--- src/core/psu_ctrl_pkg.sv ---
/*
 psu_ctrl_pkg: shared constants of the supply control and status logic.
 assumes a single 200 MHz core clock and a 32-bit APB register bus.
*/
package psu_ctrl_pkg;
   // clock and timing
   localparam int unsigned CLK_MHZ = 200;
   localparam int unsigned HALF_SEC_MS = 500;
   localparam int unsigned HALF_SEC_CYCLES = CLK_MHZ * 1000 * HALF_SEC_MS;
   localparam int unsigned SYNC_W = 10;
   // share trim limit, millivolts
   localparam logic [7:0] TRIM_MAX_MV = 8'hfa;
   // register byte offsets
   localparam logic [11:0] CTRL_OFS = 12'h000;
   localparam logic [11:0] STATUS_OFS = 12'h004;
   localparam logic [11:0] IRQ_STAT_OFS = 12'h008;
   localparam logic [11:0] IRQ_MASK_OFS = 12'h00c;
   // ctrl fields
   localparam int unsigned CTRL_SOFT_OFF_BIT = 0;
   localparam int unsigned CTRL_FAN_MAX_BIT = 1;
   localparam logic [1:0] CTRL_RESET = 2'h0;
   // status fields
   localparam int unsigned ST_MAIN_ON_BIT = 0;
   localparam int unsigned ST_GOOD_BIT = 1;
   localparam int unsigned ST_FAULT_BIT = 2;
   localparam int unsigned ST_RANGE_BIT = 3;
   localparam int unsigned ST_WARN_BIT = 4;
   localparam int unsigned ST_KILL_BIT = 5;
   localparam int unsigned ST_SYSF_BIT = 6;
   // interrupt event fields
   localparam int unsigned EV_W = 5;
   localparam int unsigned EV_FAULT_BIT = 0;
   localparam int unsigned EV_WARN_BIT = 1;
   localparam int unsigned EV_KILL_BIT = 2;
   localparam int unsigned EV_SYSF_BIT = 3;
   localparam int unsigned EV_GOOD_LOST_BIT = 4;
   localparam logic [4:0] IRQ_RESET = 5'h00;
   // led patterns
   typedef enum {LED_OFF, LED_STBY_BLINK, LED_GOOD, LED_WARN_ALT, LED_FAIL} led_mode_t;
endpackage

--- src/core/half_second_tick.sv ---
/*
 half_second_tick: free-running divider giving a one-cycle enable pulse.
 assumes the core clock; the period is a parameter so benches can shorten it.
*/
`timescale 1ns/1ps
`default_nettype none
module half_second_tick
#(
   parameter int unsigned PERIOD = 100
)
(
   input wire logic i_core_clk,
   input wire logic i_nrst,
   output logic o_tick
);
   logic [31:0] count_reg;

   always_ff @(posedge i_core_clk or negedge i_nrst)
   begin
      if (!i_nrst)
      begin
         count_reg <= 32'h0;
         o_tick <= 1'b0;
      end
      else if (count_reg >= 32'(PERIOD - 1))
      begin
         count_reg <= 32'h0;
         o_tick <= 1'b1;
      end
      else
      begin
         count_reg <= count_reg + 32'h1;
         o_tick <= 1'b0;
      end
   end
endmodule // half_second_tick
`default_nettype wire

--- src/core/psu_control_status_logic.sv ---
/*
 psu_control_status_logic: enable gating, fault latch, status pins,
 bi-colour led, fan boost, share bus release and an APB register file.
 assumes pin levels are asynchronous and are synchronised here; the share
 trim request comes from the share controller on the same clock.
*/
// How it works
// - led dark without line power, fault or warning
// - standby only: green flashes at 1 Hz
// - green when output good, yellow on failure
// - warning alternates yellow and green half second
// - kill input high switches main off
// - standby rail enabled whenever reset is released
// - main auto-on with line in range, enable low
// - line-in-range output active high
// - main only while enable input low
// - enable toggle clears latched faults
// - boost request low forces fan, not standby
// - alert low while problem present
// - outputs good needs both rails in regulation
// - system fault high shuts output down
// - share pin released on fault or off
// - largest current is master; slave trim limited
`timescale 1ns/1ps
`default_nettype none
module psu_control_status_logic
#(
   parameter int unsigned HALF_SEC_CYCLES = psu_ctrl_pkg::HALF_SEC_CYCLES
)
(
   input wire logic i_core_clk,
   input wire logic i_nrst,
   input wire logic i_unplug_kill_pin,
   input wire logic i_main_output_enable_pin,
   input wire logic i_fan_boost_request_n,
   input wire logic i_system_fault_shutdown_in,
   input wire logic i_line_present,
   input wire logic i_line_in_range,
   input wire logic i_standby_rail_good,
   input wire logic i_main_rail_good,
   input wire logic i_fault_trip,
   input wire logic i_warning,
   input wire logic i_share_largest,
   input wire logic [7:0] i_share_trim_req_mv,
   input wire logic i_psel,
   input wire logic i_penable,
   input wire logic i_pwrite,
   input wire logic [11:0] i_paddr,
   input wire logic [31:0] i_pwdata,
   output logic o_main_output_on,
   output logic o_standby_rail_on,
   output logic o_line_in_range_out,
   output logic o_outputs_good_out,
   output logic o_attention_alert_n,
   output logic o_led_green,
   output logic o_led_yellow,
   output logic o_fan_max,
   output logic o_share_connect,
   output logic o_share_master,
   output logic [7:0] o_share_trim_mv,
   output logic o_irq,
   output logic o_pready,
   output logic [31:0] o_prdata,
   output logic o_pslverr
);
   ////////////////////////////////////////////////////////////////////////////
   // pin synchronisers: stage one feeds stage two only
   localparam int unsigned SW = psu_ctrl_pkg::SYNC_W;
   logic [SW-1:0] pins_raw;
   logic [SW-1:0] sync1_reg;
   logic [SW-1:0] sync2_reg;

   assign pins_raw = {i_warning, i_fault_trip, i_main_rail_good, i_standby_rail_good,
                      i_line_in_range, i_line_present, i_system_fault_shutdown_in,
                      i_fan_boost_request_n, i_main_output_enable_pin, i_unplug_kill_pin};

   always_ff @(posedge i_core_clk or negedge i_nrst)
   begin
      if (!i_nrst)
      begin
         // inactive levels: enable and boost high, all else low
         sync1_reg <= 10'h006;
         sync2_reg <= 10'h006;
      end
      else
      begin
         sync1_reg <= pins_raw;
         sync2_reg <= sync1_reg;
      end
   end

   logic kill_s, en_n_s, boost_n_s, sysf_s, line_s, range_s;
   logic sb_good_s, main_good_s, trip_s, warn_s;
   assign {warn_s, trip_s, main_good_s, sb_good_s, range_s, line_s,
           sysf_s, boost_n_s, en_n_s, kill_s} = sync2_reg;

   ////////////////////////////////////////////////////////////////////////////
   // control register and fault latch
   logic [1:0] ctrl_reg;
   logic fault_latched_reg;
   logic en_prev_reg;
   logic en_toggle;
   logic wr_en, rd_en;

   assign en_toggle = en_n_s != en_prev_reg;

   always_ff @(posedge i_core_clk or negedge i_nrst)
   begin
      if (!i_nrst)
         en_prev_reg <= 1'b1;
      else
         en_prev_reg <= en_n_s;
   end

   // a trip in the same cycle as the toggle keeps the latch set
   always_ff @(posedge i_core_clk or negedge i_nrst)
   begin
      if (!i_nrst)
         fault_latched_reg <= 1'b0;
      else if (trip_s)
         fault_latched_reg <= 1'b1;
      else if (en_toggle)
         fault_latched_reg <= 1'b0;
   end

   ////////////////////////////////////////////////////////////////////////////
   // main output gating
   logic main_on_next;
   logic good_next;
   logic failure;
   logic standby_only;

   // floating enable reads high, so a bare pin keeps main off
   assign main_on_next = line_s && range_s && sb_good_s
                         && !en_n_s
                         && !kill_s
                         && !sysf_s
                         && !fault_latched_reg && !trip_s
                         && !ctrl_reg[psu_ctrl_pkg::CTRL_SOFT_OFF_BIT];
   assign good_next = main_on_next && main_good_s && sb_good_s;
   assign failure = fault_latched_reg || trip_s;
   assign standby_only = line_s && !main_on_next;

   always_ff @(posedge i_core_clk or negedge i_nrst)
   begin
      if (!i_nrst)
      begin
         o_main_output_on <= 1'b0;
         o_outputs_good_out <= 1'b0;
         o_standby_rail_on <= 1'b0;
         o_line_in_range_out <= 1'b0;
         o_attention_alert_n <= 1'b1;
      end
      else
      begin
         o_main_output_on <= main_on_next;
         o_outputs_good_out <= good_next;
         o_standby_rail_on <= 1'b1;
         o_line_in_range_out <= line_s && range_s;
         o_attention_alert_n <= !(failure || warn_s || sysf_s);
      end
   end

   ////////////////////////////////////////////////////////////////////////////
   // fan and current share
   always_ff @(posedge i_core_clk or negedge i_nrst)
   begin
      if (!i_nrst)
      begin
         o_fan_max <= 1'b0;
         o_share_connect <= 1'b0;
         o_share_master <= 1'b0;
         o_share_trim_mv <= 8'h00;
      end
      else
      begin
         // boost request only counts with main running
         o_fan_max <= (main_on_next && !boost_n_s)
                      || ctrl_reg[psu_ctrl_pkg::CTRL_FAN_MAX_BIT];
         o_share_connect <= main_on_next && !failure;
         o_share_master <= main_on_next && i_share_largest;
         if (!main_on_next || i_share_largest)
            o_share_trim_mv <= 8'h00;
         else if (i_share_trim_req_mv > psu_ctrl_pkg::TRIM_MAX_MV)
            o_share_trim_mv <= psu_ctrl_pkg::TRIM_MAX_MV;
         else
            o_share_trim_mv <= i_share_trim_req_mv;
      end
   end

   ////////////////////////////////////////////////////////////////////////////
   // status led
   logic tick;
   logic phase_reg;
   psu_ctrl_pkg::led_mode_t led_mode;

   half_second_tick #(.PERIOD(HALF_SEC_CYCLES)) u_tick
   (
      .i_core_clk(i_core_clk),
      .i_nrst(i_nrst),
      .o_tick(tick)
   );

   // one phase per half second gives the 1 Hz patterns
   always_ff @(posedge i_core_clk or negedge i_nrst)
   begin
      if (!i_nrst)
         phase_reg <= 1'b0;
      else if (tick)
         phase_reg <= !phase_reg;
   end

   always_comb
   begin
      if (failure)
         led_mode = psu_ctrl_pkg::LED_FAIL;
      else if (warn_s)
         led_mode = psu_ctrl_pkg::LED_WARN_ALT;
      else if (good_next)
         led_mode = psu_ctrl_pkg::LED_GOOD;
      else if (standby_only)
         led_mode = psu_ctrl_pkg::LED_STBY_BLINK;
      else
         led_mode = psu_ctrl_pkg::LED_OFF;
   end

   always_ff @(posedge i_core_clk or negedge i_nrst)
   begin
      if (!i_nrst)
      begin
         o_led_green <= 1'b0;
         o_led_yellow <= 1'b0;
      end
      else
      begin
         unique case (led_mode)
            psu_ctrl_pkg::LED_OFF:
            begin
               o_led_green <= 1'b0;
               o_led_yellow <= 1'b0;
            end
            psu_ctrl_pkg::LED_STBY_BLINK:
            begin
               o_led_green <= phase_reg;
               o_led_yellow <= 1'b0;
            end
            psu_ctrl_pkg::LED_GOOD:
            begin
               o_led_green <= 1'b1;
               o_led_yellow <= 1'b0;
            end
            psu_ctrl_pkg::LED_WARN_ALT:
            begin
               o_led_green <= !phase_reg;
               o_led_yellow <= phase_reg;
            end
            psu_ctrl_pkg::LED_FAIL:
            begin
               o_led_green <= 1'b0;
               o_led_yellow <= 1'b1;
            end
         endcase
      end
   end

   ////////////////////////////////////////////////////////////////////////////
   // interrupt events
   localparam int unsigned EW = psu_ctrl_pkg::EV_W;
   logic [EW-1:0] lvl, lvl_prev_reg, events;
   logic [EW-1:0] irq_stat_reg, irq_mask_reg, w1c;

   assign lvl = {!good_next, sysf_s, kill_s, warn_s, fault_latched_reg};
   assign events = lvl & ~lvl_prev_reg;
   assign w1c = (wr_en && i_paddr == psu_ctrl_pkg::IRQ_STAT_OFS) ? i_pwdata[EW-1:0] : '0;

   always_ff @(posedge i_core_clk or negedge i_nrst)
   begin
      if (!i_nrst)
      begin
         lvl_prev_reg <= 5'h1f;
         irq_stat_reg <= psu_ctrl_pkg::IRQ_RESET;
         o_irq <= 1'b0;
      end
      else
      begin
         lvl_prev_reg <= lvl;
         // a new event outranks a write-one-to-clear in the same cycle
         irq_stat_reg <= (irq_stat_reg & ~w1c) | events;
         o_irq <= |(irq_stat_reg & irq_mask_reg);
      end
   end

   ////////////////////////////////////////////////////////////////////////////
   // APB slave: one wait state, answer registered
   function automatic logic mapped(input logic [11:0] a);
      mapped = a == psu_ctrl_pkg::CTRL_OFS || a == psu_ctrl_pkg::STATUS_OFS
               || a == psu_ctrl_pkg::IRQ_STAT_OFS || a == psu_ctrl_pkg::IRQ_MASK_OFS;
   endfunction

   logic [31:0] rdata;
   assign wr_en = i_psel && i_penable && o_pready && i_pwrite && mapped(i_paddr);
   assign rd_en = i_psel && i_penable && !o_pready;

   always_comb
   begin
      rdata = 32'h0;
      unique case (i_paddr)
         psu_ctrl_pkg::CTRL_OFS: rdata[1:0] = ctrl_reg;
         psu_ctrl_pkg::STATUS_OFS:
            rdata[6:0] = {sysf_s, kill_s, warn_s, range_s, fault_latched_reg,
                          o_outputs_good_out, o_main_output_on};
         psu_ctrl_pkg::IRQ_STAT_OFS: rdata[EW-1:0] = irq_stat_reg;
         psu_ctrl_pkg::IRQ_MASK_OFS: rdata[EW-1:0] = irq_mask_reg;
         default: rdata = 32'h0;
      endcase
   end

   always_ff @(posedge i_core_clk or negedge i_nrst)
   begin
      if (!i_nrst)
      begin
         o_pready <= 1'b0;
         o_prdata <= 32'h0;
         o_pslverr <= 1'b0;
      end
      else
      begin
         o_pready <= rd_en;
         o_pslverr <= rd_en && !mapped(i_paddr);
         if (rd_en && !i_pwrite)
            o_prdata <= rdata;
      end
   end

   always_ff @(posedge i_core_clk or negedge i_nrst)
   begin
      if (!i_nrst)
      begin
         ctrl_reg <= psu_ctrl_pkg::CTRL_RESET;
         irq_mask_reg <= psu_ctrl_pkg::IRQ_RESET;
      end
      else if (wr_en)
      begin
         if (i_paddr == psu_ctrl_pkg::CTRL_OFS)
            ctrl_reg <= i_pwdata[1:0];
         if (i_paddr == psu_ctrl_pkg::IRQ_MASK_OFS)
            irq_mask_reg <= i_pwdata[EW-1:0];
      end
   end
endmodule // psu_control_status_logic
`default_nettype wire

--- config.mk ---
export PLATFORM = sky130hd
export DESIGN_NAME = psu_control_status_logic
export DESIGN_NICKNAME = d
export VERILOG_FILES = /design/src/core/psu_ctrl_pkg.sv /design/src/core/half_second_tick.sv /design/src/core/psu_control_status_logic.sv
export SDC_FILE = /design/constraint.sdc
export NUM_CORES = 1
export LEC_CHECK = 0
export BUFFER_PORTS_ARGS = -buffer_cell sky130_fd_sc_hd__buf_4
export CAP_MARGIN = 20
export CORE_MARGIN = 3
export CORE_UTILIZATION = 56
export DETAILED_ROUTE_END_ITERATION = 7
export PLACE_DENSITY_LB_ADDON = 0.2
export SYNTH_ARGS = -nofsm -noshare
export SYNTH_HDL_FRONTEND = slang
export SYNTH_HIERARCHICAL = 1
export SYNTH_SLANG_ARGS = --single-unit
--- constraint.sdc ---
create_clock -name i_core_clk -period 5.63 [get_ports i_core_clk]
set_input_delay 0.563 -clock i_core_clk [delete_from_list [all_inputs] [get_ports i_core_clk]]
set_output_delay 0.563 -clock i_core_clk [all_outputs]
set_load 0.05 [all_outputs]
; Word-level counts from Yosys, hierarchy flattened
; Index checks and enable logic that the tools add are counted.
[op_classes]
eq_ne = 8
shift = 0
n_bitwise = 6
n_lt_le_gt_ge = 2
div_mod_pow = 0
addsub = 1
reduce_logical = 53
multipliers = 0
muxes = 16
[op_table]
columns = cell, n
row1 = $eq 32x2->1 const B, 2
row2 = $add 32x1->32 const B, 1
row3 = $eq 32x1->1 const B, 1
row4 = $eq 32x3->1 const B, 1
row5 = $ge 32x27->1 const B, 1
row6 = $logic_not 32->1, 1
row7 = $mux 32, 1
row8 = $eq 12x4->1 const B, 2
row9 = $logic_and 1x1->1, 22
row10 = $mux 8, 2
row11 = $and 5x5->5, 3
row12 = $logic_not 1->1, 15
row13 = $eq 12x3->1 const B, 1
row14 = $logic_not 12->1, 1
row15 = $not 5->5, 2
row16 = $pmux 3 s3, 1
row17 = $gt 8x8->1 const B, 1
row18 = $logic_or 1x1->1, 8
row19 = $pmux 2 s4, 1
row20 = $mux 2, 3
row21 = $mux 5, 1
row22 = $or 5x5->5, 1
row23 = $reduce_or 5->1, 1
row24 = $mux 1, 4
row25 = 8 further kinds, 9
[totals]
input_bits = 68
romBits = 0
latch_bits = 0
n_memories = 0
ff_bits = 101
ram_bits = 0
output_inout_bits = 53

; Depth between registers and ports, before layout
[depth]
word_depth = 17
ltp_mapped = 6

; Hierarchy
; The synthesis kept the hierarchy.
[by_module_without_submodules]
columns = mod, instances, cells_per_inst, area_each_um2, seq_area_each_um2
row1 = psu_control_status_logic, 1, 206, 2662.6, 1715.4
row2 = half_second_tick, 1, 164, 1666.6, 825.8

; Worst setup path before layout
; No wires, ideal clock.
[synth_path]
path_type = in2reg
from = input port i_paddr[9]
to = register irq_mask_reg[0]
n_path_buf = 2
path_slack_ns = 3.034
t_required_ns = 5.505
path_stages = 6
arrival_ns = 2.471
cell_sequence = or4_4 > or4_4 > buf_6 > or3_4 > buf_6 > mux2_4
[synth_between]
elab_chain_len = 6
[synth_rtl]
columns = item, line
row1 = "start, declared", psu_control_status_logic.sv:48  ; input wire logic [11:0] i_paddr,
row2 = $eq 12x3->1 / $logic_not 12->1 (equally long branches), psu_control_status_logic.sv:296  ; mapped = a == psu_ctrl_pkg::CTRL_OFS || a == psu_ctrl_pkg::STATUS_OFS
row3 = $logic_or 1x1->1, psu_control_status_logic.sv:296
row4 = $logic_or 1x1->1 (2 in series), psu_control_status_logic.sv:297  ; || a == psu_ctrl_pkg::IRQ_STAT_OFS || a == psu_ctrl_pkg::IRQ_MASK_OFS;
row5 = $logic_and 1x1->1, psu_control_status_logic.sv:301  ; assign wr_en = i_psel && i_penable && o_pready && i_pwrite && mapped(i_paddr);
row6 = $reduce_and 2->1 (no line) (*), --
row7 = "end signal, assigned", psu_control_status_logic.sv:340  ; irq_mask_reg <= psu_ctrl_pkg::IRQ_RESET;
row8 = "end signal, assigned", psu_control_status_logic.sv:347  ; irq_mask_reg <= i_pwdata[EW-1:0];
row9 = "end, declared", psu_control_status_logic.sv:270  ; logic [EW-1:0] irq_stat_reg, irq_mask_reg, w1c;
; Mark *: on every way between the ends. The rest lies on a longest branch, timed or not.
; A chain may end at the register's enable or synchronous reset.

; Worst setup path in the final report
[layout_path]
from = register u_tick.count_reg[31]
to = register u_tick.count_reg[12]
[layout_between]
elab_chain_len = 2
[layout_rtl]
columns = item, line
row1 = "start, declared", half_second_tick.sv:16  ; logic [31:0] count_reg;
row2 = "start signal, assigned", half_second_tick.sv:32  ; count_reg <= count_reg + 32'h1;
row3 = $ge 32x27->1, half_second_tick.sv:25  ; else if (count_reg >= 32'(PERIOD - 1))
row4 = $mux 32, half_second_tick.sv:25
; Every way passes these cells.

==> summary.txt <==
Die area: 8820 µm²
Post-layout util: 68.2%
Post-synthesis compound-gate area fraction: 8.27%
Mapped Cells: 370
XOR/XNOR share of the synthesized area: 3.24%
Drt pass-1 iters: 4
Diodes inserted: 0
Initial DRC count: 150
Count of cell types in the netlist: 51
Top cell by count, worst path: or4_1
Syn. warnings: 6
Row Count: 31
Multiplexer area fraction after synthesis: 3.73%
Vert. Die Dim: 93.9 µm
Nets: 513
Total power: 0.00132 W
Mean Syn Cell Area: 11.7 µm²
Post-cts resize count: 0
GR Overflow Total: 0
Synth Area in Simple Gates: 19.0%
Post-synth top area cell: dfrtp_1
Seq cells post-synth: 101
Top_reg_cell synth: dfrtp_1
Data arrival, critical path: 2.70 ns
Max VDD drop: 0.116 mV
Pwr dens: 262 nW/µm²
CTS tree: built
Fraction of layout cells with a size suffix above 1: 25.9%
Largest net degree at the start of global routing: 61
Slew @ Worst Pin: 0.854 ns
Synth area leaders: dfrtp_1 52%, dfstp_2 6.7%, buf_4 4.7%
Status: finished, final reports clean
Maxcap violations: 0
I/O Buffers: 68
Final Hold Vio Count: 0
Setup crit start: u_tick/count_reg[31]
Number of synthesized flops with an enable pin: 0
Final min period: 2.46 ns
CP Class: reg2reg
Post-synthesis async set-or-reset flop share: 100%
Worst Hold Class: in2async
Worst Setup End Kind: flip-flop
Layout fillers: 555
Vias per inst: 5.41
Initial Util: 58.7%
Post-CTS Setup Bufs: 0
Share of the synthesized area in the top cell type: 52.0%
Core Area: 7370 µm²
Post-detail-place hpwl: 5890 µm
R2R depth: 5
Synth cell count leaders: 90 x dfrtp_1, 29 x nand2_1, 27 x buf_4
Leakage: 2.28 nW
Slowest stage cell, crit path: or4_1
Clock buffer count from CTS: 9
Reg2reg setup slack: 3.17 ns
Slowest stage delay, CP: 0.54 ns
Num ports: 121
Fin crit share: 43.7%
Post-Synth Adder-Cell Area: 0.289%
Max FFs per register: 32
Fmax: 0.406 GHz
Initial antenna violation count: 0
Startpoint types: flip-flop
Max_slew headroom: 42.5%
Post-DR wirelength/cell: 15.1 µm
First-pass GRT wire length: 13600 µm
Clk root buf: clkbuf_8
Most common cell in the netlist: dfrtp_1
Hold Buf Count CTS: 0
Setup TNS: 0 ns
Clock skew: 0.00992 ns
Worst-skew pair later-pin latency: 0.36 ns
Final Max Slew Viols: 0
Placer Congestion: 0.860
# setup viols final: 0
Vias in the first global route: 2780
ANT nets after route: 0
Synthesized area: 4330 µm²
Routed WL: 8250 µm
CP Capture Point: u_tick/count_reg[12]
CP Max Fanout: 17
R2r endpoint: u_tick/count_reg[12]
Sinks on Clock Net: 101
RSZ-0062 raised after global routing: no
Critical Path, Cell by Cell: or4_1, or4_1, nor3_2, buf_4, nor3_1
DRC: 0
Register area share after synthesis: 58.7%
Vias: 2961
P&R area growth vs syn: 16.1%
Reg-to-reg startpoint: u_tick/count_reg[31]
Clock transition at path regs: 0.09 ns
Max Root-Sink Buffers: 2
H-Tree Depth: 3
Die X-Extent: 93.9 µm
Main combinational cell family by area after synthesis: simple AND/OR/NAND/NOR gates
CP Data Required Time: 5.86 ns
Overall routing resource usage: 19.9%
==> layout make-up <==
class / count / area (µm²) / area share [%]
clock inverters: 5 / 61.3 / 1.22
inverters: 8 / 30.0 / 0.597
flip-flops and latches: 101 / 2540 / 50.5
well taps: 99 / 124 / 2.46
clock buffers: 10 / 128 / 2.54
multi-input cells: 253 / 1610 / 32.0
repair buffers: 71 / 533 / 10.6
==> layer usage <==
layer / GRT usage, % / part of all wire [%] / up-vias
met2: 32.7 / 51 / 91
li1: - / - / 1418
met3: 4.49 / 6.4 / 4
met1: 26.3 / 42 / 1448
met4: 6.14 / 0.61 / 0
met5: 0 / 0 / -
==> critical path: cells and delay by family (launching register included) <==
kind                   cells  cell delay [ns]
AND/OR/NAND/NOR            4             1.64
flip-flops                 1             0.36
buffers and inverters      1             0.33
==> worst min path at each step <==
stage	startpoint	endpoint	slack (ns)	depth (start not counted)
after floorplan	i_nrst	ctrl_reg[0]	0.27	0
after global placement	sync1_reg[3]	sync2_reg[3]	0.33	0
after detailed placement	sync1_reg[6]	sync2_reg[6]	0.33	0
after CTS	i_nrst	o_prdata[1]	0.16	1
after global routing	i_nrst	o_prdata[1]	0.18	1
final	i_nrst	o_prdata[1]	0.17	1
==> report_power, final <==
group	internal [W]	leakage, nW	switching (W)
Combinational	0.0000330	0.901	0.0000816
Sequential	0.000747	1.28	0.0000112
Clock	0.000206	0.0967	0.000238
==> cell usage in the layout (no fill, tap or decap), types with 2 or more instances in the layout <==
cell,netlist,routed
dfrtp_1,90,90
buf_4,27,71
conb_1,3,31
nand2_1,29,29
nor3_1,18,18
nand3_1,12,12
nor2_1,11,11
dfstp_2,11,11
and2_1,10,10
nand4_1,10,10
o21ai_0,10,10
xnor2_1,10,10
or3_1,9,9
clkbuf_8,0,9
inv_1,8,8
a211oi_1,8,8
nor4_1,7,7
and4_1,7,7
or4_1,7,7
xor2_1,6,6
o31ai_1,6,6
nor2b_1,5,5
a22o_1,5,5
mux2_2,5,5
mux2_4,5,5
a21oi_1,4,4
a22oi_1,4,4
mux2i_1,3,3
or4_4,3,3
a21o_1,3,3
a31oi_1,3,3
o2bb2ai_1,2,2
and3_1,2,2
o22ai_1,2,2
clkinv_4,0,2
or2_1,2,2
==> stage by stage <==
stage	instances	hold slack, ns	cell area, µm²	setup WS (ns)
2_1_floorplan	398	0.267	4430	3.03
3_3_place_gp	532	0.333	4840	2.96
4_1_cts	547	0.164	5030	3.15
5_1_grt	547	0.178	5030	2.99
3_5_place_dp	532	0.335	4840	2.90
6_report	547	0.166	5030	3.17
==> cells by family (layout without fill, tap and decap cells) <==
| family | count (synthesis) | after routing |
|---|---|---|
| and+or+nand+nor | 141 | 141 |
| other | 3 | 31 |
| muxes | 13 | 13 |
| DFF | 101 | 101 |
| xor gates and xnor gates | 16 | 16 |
| AOI/OAI and AO/OA | 51 | 51 |
| buffers and inverters | 44 | 94 |
| adders and majority gates | 1 | 1 |
Note: power is estimated with default switching activity, not from simulation.
